--- config.mk ---
export PLATFORM = sky130hd
export DESIGN_NAME = vc_resource_capability_regs
export DESIGN_NICKNAME = d
export VERILOG_FILES = /design/src/vc_cap_pkg.sv /design/src/vc_cap_words.sv /design/src/vc_write_join.sv /design/src/vc_resource_capability_regs.sv
export VERILOG_INCLUDE_DIRS = /design/src /design/src/src
export SDC_FILE = /design/constraint.sdc
export NUM_CORES = 1
export LEC_CHECK = 0
export ABC_CLOCK_PERIOD_IN_PS = 1350
export BUFFER_PORTS_ARGS = -buffer_cell sky130_fd_sc_hd__buf_2
export CORE_UTILIZATION = 36
export CTS_CLUSTER_SIZE = 8
export DETAILED_ROUTE_END_ITERATION = 8
export GPL_TIMING_DRIVEN = 0
export PLACE_DENSITY = 0.76
export SLEW_MARGIN = 15
export SYNTH_ARGS = -nofsm -noshare
export SYNTH_HDL_FRONTEND = slang
export SYNTH_SLANG_ARGS = --single-unit
--- constraint.sdc ---
create_clock -name clk -period 1.35 [get_ports clk]
set_input_delay 0.2025 -clock clk [delete_from_list [all_inputs] [get_ports clk]]
set_output_delay 0.2025 -clock clk [all_outputs]
set_load 0.01 [all_outputs]
--- src/vc_cap_map.svh ---
`ifndef VC_CAP_MAP_SVH
`define VC_CAP_MAP_SVH

// Register indices; byte address is four times the index
`define VC_STATUS_IDX 12'h20e
`define VC_CAP_IDX 12'h210
`define VC_STATUS_ADDR (`VC_STATUS_IDX << 2)
`define VC_CAP_ADDR (`VC_CAP_IDX << 2)

// Field positions of the capability word
`define VC_ARB_CAP_LSB 0
`define VC_ADV_PKT_SW_BIT 14
`define VC_REJECT_SNOOP_BIT 15
`define VC_MAX_TS_LSB 16
`define VC_TBL_OFF_LSB 24

// Field positions of the status word
`define VC_TBL_COHERENT_BIT 0
`define VC_STATUS_WIDTH 16

// Field values
`define VC_TBL_COHERENT_VAL 1'h0
`define VC_ARB_CAP_UP 8'h03
`define VC_ARB_CAP_DN 8'h01
`define VC_ADV_PKT_SW_VAL 1'h0
`define VC_REJECT_SNOOP_VAL 1'h0
`define VC_MAX_TS_VAL 7'h00
`define VC_TBL_OFF_UP 8'h02
`define VC_TBL_OFF_DN 8'h00

// Bus responses
`define AXIL_RESP_OKAY 2'h0
`define AXIL_RESP_SLVERR 2'h2

`endif

--- src/vc_cap_pkg.sv ---
`include "vc_cap_map.svh"

package vc_cap_pkg;

	typedef struct packed
	{
		logic [11:0] addr;
		logic [2:0] prot;
	} axilAddr_t;

	typedef struct packed
	{
		logic [31:0] data;
		logic [3:0] strb;
	} axilWdata_t;

	typedef struct packed
	{
		logic [31:0] data;
		logic [1:0] resp;
	} axilRdata_t;

	typedef struct packed
	{
		logic [7:0] tblOffset;
		logic rsvd23;
		logic [6:0] maxTimeSlots;
		logic rejectSnoop;
		logic advPacketSwitching;
		logic [5:0] rsvd13to8;
		logic [7:0] portArbCapability;
	} capWord_t;

	typedef enum logic [2:0]
	{
		SEL_NONE = 3'b001,
		SEL_STATUS = 3'b010,
		SEL_CAP = 3'b100
	} regSel_t;

	// Low two address bits are ignored: each register is one aligned word
	function automatic regSel_t decodeReg(input logic [11:0] addr);
		regSel_t sel;
		sel = SEL_NONE;
		if (addr[11:2] == 10'(`VC_STATUS_ADDR >> 2))
			sel = SEL_STATUS;
		else if (addr[11:2] == 10'(`VC_CAP_ADDR >> 2))
			sel = SEL_CAP;
		return sel;
	endfunction

	function automatic logic [1:0] respFor(input regSel_t sel);
		return (sel == SEL_NONE) ? `AXIL_RESP_SLVERR : `AXIL_RESP_OKAY;
	endfunction

endpackage

--- src/vc_cap_words.sv ---
`include "vc_cap_map.svh"

module vc_cap_words
(
	input wire logic isUpstream,
	output logic [31:0] statusWord,
	output vc_cap_pkg::capWord_t capWord
);

	always_comb
	begin
		statusWord = 32'h0;
		statusWord[`VC_TBL_COHERENT_BIT] = `VC_TBL_COHERENT_VAL;
		capWord = '0;
		capWord.portArbCapability = isUpstream ? `VC_ARB_CAP_UP
			: `VC_ARB_CAP_DN;
		capWord.advPacketSwitching = `VC_ADV_PKT_SW_VAL;
		capWord.rejectSnoop = `VC_REJECT_SNOOP_VAL;
		capWord.maxTimeSlots = `VC_MAX_TS_VAL;
		capWord.tblOffset = isUpstream ? `VC_TBL_OFF_UP
			: `VC_TBL_OFF_DN;
	end

endmodule

--- src/vc_write_join.sv ---
`include "vc_cap_map.svh"

module vc_write_join
(
	input wire logic clk,
	input wire logic srst,
	input wire logic awvalid,
	output logic awready,
	input wire vc_cap_pkg::axilAddr_t awChan,
	input wire logic wvalid,
	output logic wready,
	input wire vc_cap_pkg::axilWdata_t wChan,
	output logic bvalid,
	input wire logic bready,
	output logic [1:0] bresp
);

	typedef enum logic [1:0]
	{
		ST_COLLECT = 2'b01,
		ST_RESP = 2'b10
	} wrState_t;

	typedef struct packed
	{
		wrState_t state;
		logic haveAddr;
		logic haveData;
		logic [11:0] addr;
		logic [1:0] resp;
	} wrRegs_t;

	wrRegs_t s_r;
	wrRegs_t s_nxt;
	logic addrNow;
	logic dataNow;
	logic [11:0] addrUse;

	assign awready = (s_r.state == ST_COLLECT) && !s_r.haveAddr;
	assign wready = (s_r.state == ST_COLLECT) && !s_r.haveData;
	assign bvalid = (s_r.state == ST_RESP);
	assign bresp = s_r.resp;
	// Write data is dropped; every field is read-only
	assign addrNow = s_r.haveAddr || (awvalid && awready);
	assign dataNow = s_r.haveData || (wvalid && wready);
	assign addrUse = s_r.haveAddr ? s_r.addr : awChan.addr;

	always_comb
	begin
		s_nxt = s_r;
		case (s_r.state)
			ST_COLLECT:
			begin
				if (awvalid && awready)
				begin
					s_nxt.haveAddr = 1'b1;
					s_nxt.addr = awChan.addr;
				end
				if (wvalid && wready)
					s_nxt.haveData = 1'b1;
				if (addrNow && dataNow)
				begin
					s_nxt.state = ST_RESP;
					s_nxt.resp = vc_cap_pkg::respFor(
						vc_cap_pkg::decodeReg(addrUse));
				end
			end
			ST_RESP:
			begin
				if (bready)
				begin
					s_nxt.state = ST_COLLECT;
					s_nxt.haveAddr = 1'b0;
					s_nxt.haveData = 1'b0;
				end
			end
			default:
				s_nxt.state = ST_COLLECT;
		endcase
	end

	always_ff @(posedge clk)
	begin
		if (srst)
		begin
			s_r.state <= ST_COLLECT;
			s_r.haveAddr <= 1'b0;
			s_r.haveData <= 1'b0;
			s_r.addr <= 12'h0;
			s_r.resp <= `AXIL_RESP_OKAY;
		end
		else
			s_r <= s_nxt;
	end

endmodule

--- src/vc_resource_capability_regs.sv ---
// Function
// Table coherency status bit always reads zero
// Arbitration schemes one per bit, 7:0
// Upstream port advertises capability 0x3
// Downstream ports advertise capability 0x1
// Advanced packet switching bit reads zero
// Reject snoop bit reads zero
// Max time slots field reads zero
// Table offset in 16-byte units, 31:24
// Table offset 0x2 upstream, 0x0 downstream
// Software selects only advertised arbitration schemes
// Writes are ignored, reads never change
`include "vc_cap_map.svh"

module vc_resource_capability_regs
(
	input wire logic clk,
	input wire logic srst,
	input wire logic upstreamStrap,
	input wire logic awvalid,
	output logic awready,
	input wire vc_cap_pkg::axilAddr_t awChan,
	input wire logic wvalid,
	output logic wready,
	input wire vc_cap_pkg::axilWdata_t wChan,
	output logic bvalid,
	input wire logic bready,
	output logic [1:0] bresp,
	input wire logic arvalid,
	output logic arready,
	input wire vc_cap_pkg::axilAddr_t arChan,
	output logic rvalid,
	input wire logic rready,
	output vc_cap_pkg::axilRdata_t rChan,
	output logic portIsUpstream
);

	typedef enum logic [1:0]
	{
		ST_IDLE = 2'b01,
		ST_DATA = 2'b10
	} rdState_t;

	typedef struct packed
	{
		rdState_t state;
		logic isUpstream;
		vc_cap_pkg::axilRdata_t rd;
	} rdRegs_t;

	rdRegs_t s_r;
	rdRegs_t s_nxt;
	logic [31:0] statusWord;
	vc_cap_pkg::capWord_t capWord;
	vc_cap_pkg::regSel_t rdSel;

	vc_cap_words words
	(
		.isUpstream(s_r.isUpstream),
		.statusWord(statusWord),
		.capWord(capWord)
	);

	// Writes get a response but never reach any stored value
	vc_write_join writes
	(
		.clk(clk),
		.srst(srst),
		.awvalid(awvalid),
		.awready(awready),
		.awChan(awChan),
		.wvalid(wvalid),
		.wready(wready),
		.wChan(wChan),
		.bvalid(bvalid),
		.bready(bready),
		.bresp(bresp)
	);

	assign arready = (s_r.state == ST_IDLE);
	assign rvalid = (s_r.state == ST_DATA);
	assign rChan = s_r.rd;
	assign portIsUpstream = s_r.isUpstream;
	assign rdSel = vc_cap_pkg::decodeReg(arChan.addr);

	always_comb
	begin
		s_nxt = s_r;
		case (s_r.state)
			ST_IDLE:
			begin
				if (arvalid)
				begin
					s_nxt.state = ST_DATA;
					s_nxt.rd.resp = vc_cap_pkg::respFor(rdSel);
					case (rdSel)
						vc_cap_pkg::SEL_STATUS:
							s_nxt.rd.data = statusWord;
						vc_cap_pkg::SEL_CAP:
							s_nxt.rd.data = capWord;
						default:
							s_nxt.rd.data = 32'h0;
					endcase
				end
			end
			ST_DATA:
			begin
				// Data held stable until the master takes it
				if (rready)
					s_nxt.state = ST_IDLE;
			end
			default:
				s_nxt.state = ST_IDLE;
		endcase
	end

	// Strap sampled while reset is held, so the port role cannot shift later
	always_ff @(posedge clk)
	begin
		if (srst)
		begin
			s_r.state <= ST_IDLE;
			s_r.isUpstream <= upstreamStrap;
			s_r.rd <= '0;
		end
		else
			s_r <= s_nxt;
	end

endmodule

Word-level counts from Yosys, hierarchy flattened:

Index checks and enable logic that the tools add are counted.

* eq/ne operators: 17
* mux-type cells: 21
* reduce and logical (&&, ||, !) cells: 17

Operator list (number)
* $eq A10 B10 Y1 const B: 4
* $mux W32: 1
* $mux W3: 6
* $mux W2: 7
* $mux W12: 1
* $pmux W2 S2: 3
* $reduce_and A2 Y1: 5
* $ne A2 B2 Y1 const B: 4
* $eq A3 B1 Y1 const B: 2
* $reduce_and A3 Y1: 2
* $logic_and A1 B1 Y1: 5
* $eq A2 B1 Y1 const B: 2
* $eq A2 B2 Y1 const B: 2
* $mux W4: 1
* $ne A2 B1 Y1 const B: 2
* $eq A3 B3 Y1 const B: 1
* $logic_not A1 Y1: 2
* $logic_or A1 B1 Y1: 2
* $mux W1: 2
* $reduce_bool A2 Y1: 1

* output and inout port bits: 42
* logic and storage cells: 64
* flip-flop bits (word level): 55

Depth between registers and ports, before layout:

Gate-level depths: netlist of run 1.

* depth after elaboration: 9
* mapped depth: 5
* depth with buffers taken out: 4

Hierarchy:

A second synthesis of run 1 with hierarchy kept.

* cell total of the unflattened synthesis: 397
* area total of the unflattened synthesis: 3453.3 um2

By module, submodules not included
* vc_resource_capability_regs: seq. area each 730.7 um2, cells an instance 246, instances 1, area an instance 2278.4 um2
* vc_write_join: seq. area each 300.3 um2, cells an instance 85, instances 1, area an instance 686.9 um2
* vc_cap_words: seq. area each 0.0 um2, cells an instance 66, instances 1, area an instance 488.0 um2

Worst setup path after synthesis of run 1:

OpenSTA, ideal clock, no wires.

* kind: register to register
* start point: register writes.s_r[17] (netlist name)
* end point: register writes.s_r[10] (netlist name)
* arrival time: 1.113 ns
* path slack: 0.105 ns
* data required time: 1.218 ns
* period minus slack after synthesis: 1.245 ns
* library setup time: 0.132 ns
* cell stages (with the launch flop): 6
* path through: dfxtp_1 > nand2b_1 > or3b_1 > buf_2 > nand2_1 > a21oi_1

* longest elaborated chain between the ends: 4

Ends and longest elaborated chain
* from (decl): line vc_write_join.sv:33 `wrRegs_t s_r;`
* from (signal assigned): line vc_write_join.sv:93 `s_r <= s_nxt;`
* $eq A2 B1 Y1 (*): line vc_write_join.sv:39, vc_write_join.sv:51
* $logic_and A1 B1 Y1: line vc_write_join.sv:39 `assign awready = (s_r.state == ST_COLLECT) && !s_r.haveAddr;`
* $logic_and A1 B1 Y1: line vc_write_join.sv:54 `if (awvalid && awready)`
* $reduce_and A2 Y1 (no source line) (*)

Every way passes the cells marked *; elsewhere a longest branch is shown, timed or not.
A chain may end at the register's enable or synchronous reset.

Worst setup path after layout of run 1:

Ends and elaborated chain as after synthesis.

==> results of run 1 <==
cell families after synthesis:
| group | after synthesis | share of synthesized area [%] |
|---|---|---|
| AND/OR/NAND/NOR | 58 | 26.8 |
| buffers and inverters | 42 | 24.9 |
| AO/OA/AOI/OAI | 24 | 11.8 |
| flip-flops | 21 | 36.2 |
| other | 1 | 0.316 |
area by class of cell:
class                           instances  area (um2)
Tap cell                               44        55.1
Inverter                                2        7.51
Multi-Input combinational cell        113         602
Sequential cell                        21         433
Timing Repair Buffer                   39         198
Clock inverter                          1        7.51
Fill cell                             355        1480
Clock buffer                            3        22.5
Buffer                                 40         297
per-stage QoR:
stage          hold slack, ns  total power [mW]  setup TNS [ns]  utilization (%)  worst slack, ns
2_1_floorplan           0.301             0.983               0                -            0.105
3_3_place_gp            0.381              1.09         -0.0488             49.8         -0.00970
3_5_place_dp            0.385              1.09          -0.297             49.8          -0.0382
4_1_cts                0.0440              1.42               0             51.1           0.0147
5_1_grt                0.0388              1.53        -0.00278             52.3         -0.00164
6_report               0.0607              1.43               0             52.3           0.0385
what timing repair did:
action / CTS / global route
resized for setup: 3 / 10
gates cloned: 0 / 1
hold endpoints to repair: 0 / 0
pin swaps: 0 / 1
setup endpoints to repair: 10 / 11
state kept, by name, summed over array words and instances (netlist names):
name,cells
writes.bresp,1
writes.s_r,14
rChan,3
s_r,2
portIsUpstream,1
worst max-delay path by stage:
| stage | from | end | slack (ns) | cells after the start |
|---|---|---|---|---|
| final | writes.s_r[17] | writes.s_r[10] | 0.04 | 5 |
| after global routing | writes.s_r[17] | writes.s_r[6] | -0.002 | 5 |
| after floorplan | writes.s_r[17] | writes.s_r[10] | 0.11 | 5 |
| after global placement | writes.s_r[17] | writes.s_r[11] | -0.01 | 5 |
| after detailed placement | writes.s_r[17] | writes.s_r[11] | -0.04 | 5 |
| after CTS | writes.s_r[17] | writes.s_r[5] | 0.01 | 5 |
critical path: stages, from the launching register on:
cell	delay, ns
dfxtp_2	0.35
nand2b_4	0.16
or3b_4	0.39
buf_4	0.16
nand2_1	0.07
a21oi_1	0.06
where the power goes:
part	switching [mW]	total, mW	leakage, nW	internal, mW
clock	0.199	0.312	0.0139	0.113
combinational	0.195	0.399	0.626	0.204
sequential	0.0399	0.718	0.174	0.678
total	0.434	1.43	0.814	0.995
per-layer routing:
layer	GRT usage [%]	vias up	part of all wire [%]
li1	-	571	-
met1	16.5	457	45
met2	23.6	28	50
met3	3.93	2	3.7
met4	4.08	0	0.83
met5	0	-	0
layout by cell type (no fill, tap or decap), drive strengths merged:
cell      Yosys  layout
or2           1       1
nand4         1       1
nand2b        3       3
and2          1       1
o21ai         1       1
a31o          1       1
or3b          1       1
edfxtp        1       1
a21oi        17      17
inv           2       2
nor2b         4       4
o2111ai       1       1
nand3         1       1
a221oi        1       1
a21o          1       1
nand2        25      25
conb          1      31
o211ai        1       1
nor4b         6       6
buf          38      77
or4b          1       1
nor3          1       1
nor3b         1       1
and4b         2       2
dfxtp        20      20
nor2         10      10
a311oi        1       1
clkinvlp      0       1
clkbuf        2       5
==> impl_metrics.csv, run 1 <==
group,metric,value,unit
min_path,hp-start,"upstreamStrap",
min_path,min_path_cells,1,
synthesis,yosysTopAreaCell,"dfxtp_1",
routing,routed_wl,2280,um
routing,drtAntennaViolNets,0,
placement,place_area,1550,um2
critical_path,worst-r2r-setup-slack,0.04,ns
cts,hold_buffers,0,
synthesis,ys_warn_count,0,
routing,drtIter0Drc,21,
cts,numCtsBuffers,3,
synthesis,synth-seq-cells,21,
routing,drc_errors,0,
die,die_h,59.4,um
final_layout,nets,294,
routing,via_count,1058,
critical_path,crit_path_max_fanout,5,
synthesis,synthCells,146,
critical_path,setup.worst_path.class,"flop to flop",
routing,routed_via_density,4.02,
timing,drv_slew,0,
critical_path,rr_startpoint,"writes.s_r[17]",
timing,max_freq,0.763,GHz
global_routing,antenna_found_initial,0,
die,ios,116,
final_layout,diodes,0,
synthesis,synth_edf_count,1,
final_layout,drive_gt1_share,42.0,%
power,peakVddDrop,541,uV
critical_path,endpoint_kind,"flop",
final_layout,final_area,1620,um2
cts,clock_latency,0.31,ns
critical_path,critPathRequiredTime,1.55,ns
critical_path,reg2reg_depth,5,
critical_path,reg2reg_to,"writes.s_r[10]",
synthesis,synth_area_leaders,"dfxtp_1 34%, buf_4 23%, nand2_1 7.9%, a21oi_1 7.2%, nor4b_1 4.4%",
die,die_w,59.4,um
placement,port_buffers,38,
timing,max_slew_margin,64.7,%
synthesis,netlist.area_leader.share,33.7,%
synthesis,yosysUniqueCellTypes,29,
final_layout,area_delta_synth_final,36.6,%
die,row_count,20,
critical_path,worstPathArrival,1.51,ns
final_layout,fin_cells,263,
placement,gp_congestion,0.732,
global_routing,grt_pass1_wl,3660,um
die,die_area,3530,um2
cts,h-tree-depth,1,
synthesis,synth.most_common_cell,"buf_4",
synthesis,synthFlopType,"dfxtp_1",
synthesis,synth.avg_cell_area,8.13,um2
global_routing,grt-ovfl-total,0,
critical_path,cp-start-kind,"flop",
synthesis,synthTopCellsByCount,"36 x buf_4, 25 x nand2_1, 20 x dfxtp_1",
global_routing,first_global_vias,905,
synthesis,ys_seq_area_share,36.2,%
global_routing,grt_max_degree,14,
timing,grt_setup_unrepaired,"true",
power,p_leak,0.814,nW
routing,wire_per_inst,8.67,um
timing,fin_crit_sh,97.1,%
cts,cts.path.max_buffers,2,
placement,dp_cells,258,
timing,clock_skew,0.0148,ns
cts,post-cts-setup-buffers,0,
timing,period_minus_slack,1.31,ns
min_path,worstHoldEndpoint,"portIsUpstream",
placement,dp_hpwl,1840,um
global_routing,track_usage,13.7,%
outcome,status,"completed",
die,start_util,38.3,%
synthesis,async_reset_ff_share,0,%
synthesis,synth_area,1190,um2
power,p_per_area,881,nW/um2
routing,first_pass_iters,4,
cts,path_clk_slew,0.13,ns
timing,tightest_slew,0.522,ns
die,core,3100,um2
cts,clockRootBuffer,"clkbuf_4",
cts,cts_tree,"yes",
job,drv_cap,0,
timing,hold_violations,0,
cts,cts.sinks,21,
min_path,hp-class,"primary input to flop",
timing,setup_viol,0,
(Power assumes the default switching activity.)
==> run 2, diff against run 1 <==
- CORE_MARGIN: unset -> 5
==> run 2 against run 1 <==
  * Clock skew is 0.0096 ns lower
  * Non-clock buffer count is 1 lower
  * Flip-flop and latch count stayed put
  * Final area is 0.46% lower
  * Via count is 0.38% higher
  * Critical endpoint is now writes.s_r[6]
  * Largest power group unchanged
  * Highest routed layer unchanged
==> impl_metrics.csv, run 2 (synthesis results as in run 1) <==
group,metric,value,unit
outcome,status,"completed",
routing,via_count,1062,
critical_path,cp_slowest_cell,"or3b_1",
routing,first_pass_iters,4,
critical_path,setup.worst_path.class,"flop to flop",
routing,drc_errors,0,
routing,wire_per_inst,9.63,um
global_routing,grt_max_degree,13,
timing,period_minus_slack,1.29,ns
global_routing,antenna_found_initial,0,
die,die_area,4550,um2
timing,max_freq,0.772,GHz
global_routing,grt_pass1_wl,3810,um
placement,dp_hpwl,2070,um
cts,path_clk_slew,0.11,ns
cts,clock_latency,0.30,ns
critical_path,critPathRequiredTime,1.53,ns
timing,setup_viol,0,
critical_path,reg2reg_to,"writes.s_r[6]",
final_layout,fill_cells,332,
timing,hold_violations,0,
routing,top_layer,"met4",
min_path,hp-class,"primary input to flop",
final_layout,final_core_util,52.0,%
critical_path,rr_startpoint,"writes.s_r[17]",
min_path,hp-start,"upstreamStrap",
routing,met3_length,189,um
global_routing,grt-ovfl-total,0,
final_layout,final_cell_mix,"38 x buf_2, 37 x buf_4, 31 x conb_1, 25 x nand2_1, 18 x dfxtp_1",
critical_path,path_cells,"nand2b_4 > or3b_1 > buf_6 > nand2_1 > a21oi_1",
timing,setup_ws,0.0550,ns
placement,gp_congestion,0.750,
power,p_sw,424,uW
die,die_w,67.4,um
cts,h-tree-depth,1,
power,p_leak,0.815,nW
final_layout,drive_gt1_share,41.3,%
timing,drv_slew,0,
timing,holdWs,0.0682,ns
critical_path,reg2reg_depth,5,
routing,drtAntennaViolNets,0,
job,drv_cap,0,
critical_path,worst-path-buf-inv,1,
die,ios,116,
power,seq_power_share,50.9,%
die,die_h,67.4,um
cts,cts.sinks,21,
cts,clockRootBuffer,"clkbuf_4",
critical_path,worst-r2r-setup-slack,0.06,ns
timing,max_slew_margin,67.3,%
power,power_frac_comb,27.7,%
critical_path,crit_path_max_fanout,10,
die,core,3100,um2
cts,post-cts-setup-buffers,0,
power,p_sw_share,30.1,%
critical_path,max_stage_delay,0.39,ns
global_routing,first_global_vias,866,
routing,wl_met2,1310,um
routing,routed_via_density,4.05,
timing,fin_crit_sh,95.9,%
die,start_util,38.3,%
routing,routed_wl,2520,um
final_layout,layout_commonest_cell,"buf_2",
power,p_per_area,873,nW/um2
final_layout,max_flop_register,"writes.s_r",
cts,cts.path.max_buffers,2,
cts,cts_tree,"yes",
power,p_int,984,uW
cts,numCtsBuffers,3,
critical_path,cp_top_family,"simple AND/OR/NAND/NOR gates",
timing,tightest_slew,0.484,ns
placement,port_buffers,38,
power,peakVddDrop,653,uV
timing,clock_skew,0.00515,ns
critical_path,worstPathArrival,1.47,ns
final_layout,diodes,0,
final_layout,nets,293,
die,row_count,20,
final_layout,largest_register_ffs,14,
final_layout,area_delta_synth_final,35.9,%
critical_path,endpoint_kind,"flop",
global_routing,track_usage,11.1,%
critical_path,cp-start-kind,"flop",
power,p_total,1.41,mW
min_path,min_path_cells,1,
placement,dp_slack,-0.0137,ns
power,pwr-share-clk,21.4,%
routing,drtIter0Drc,16,
final_layout,ff_latch_area,435,um2
final_layout,multi_input_area,602,um2
routing,met1_length,1000,um
min_path,worstHoldEndpoint,"portIsUpstream",
## run 2: through the flow
step	instances	area [um2]	TNS, ns
2_1_floorplan	176	1300	0
3_3_place_gp	258	1550	-0.0330
3_5_place_dp	258	1550	-0.0137
4_1_cts	262	1580	0
5_1_grt	262	1610	-0.00249
6_report	262	1610	0
## run 2: cell type report
class | instances | share of cell area, %
buffer | 40 | 18.4
clock inverter | 1 | 0.310
timing repair buffer | 38 | 11.8
tap | 44 | 3.41
multi-input combinational | 113 | 37.3
clock buffer | 3 | 1.40
sequential | 21 | 27.0
inverter | 2 | 0.465
## run 2: power by group through the flow
stage / Sequential, mW / Clock, mW / Combinational [mW]
detailed placement: 0.724 / 0 / 0.369
CTS: 0.712 / 0.316 / 0.374
global route: 0.725 / 0.343 / 0.437
floorplan: 0.717 / 0 / 0.266
finish: 0.716 / 0.302 / 0.390
global placement: 0.723 / 0 / 0.365
## run 2: how the worst max path moves through the flow
stage | startpoint | endpoint | cells after the start
floorplan | writes.s_r[17] | writes.s_r[10] | 5
global placement | writes.s_r[17] | writes.s_r[6] | 5
detailed placement | writes.s_r[17] | writes.s_r[6] | 5
CTS | writes.s_r[16] | writes.s_r[6] | 5
global route | writes.s_r[17] | writes.s_r[6] | 5
finish | writes.s_r[17] | writes.s_r[6] | 5
## run 2: routing by layer
layer	up-vias	GRT usage [%]
met3	2	3.66
li1	567	-
met2	32	18.4
met5	-	0
met4	0	2.28
met1	461	14.1
## run 2: what timing repair did
action / 4_1_cts / 5_1_grt
resized for setup: 1 / 12
setup endpoints to repair: 10 / 15
hold buffers: 0 / 0
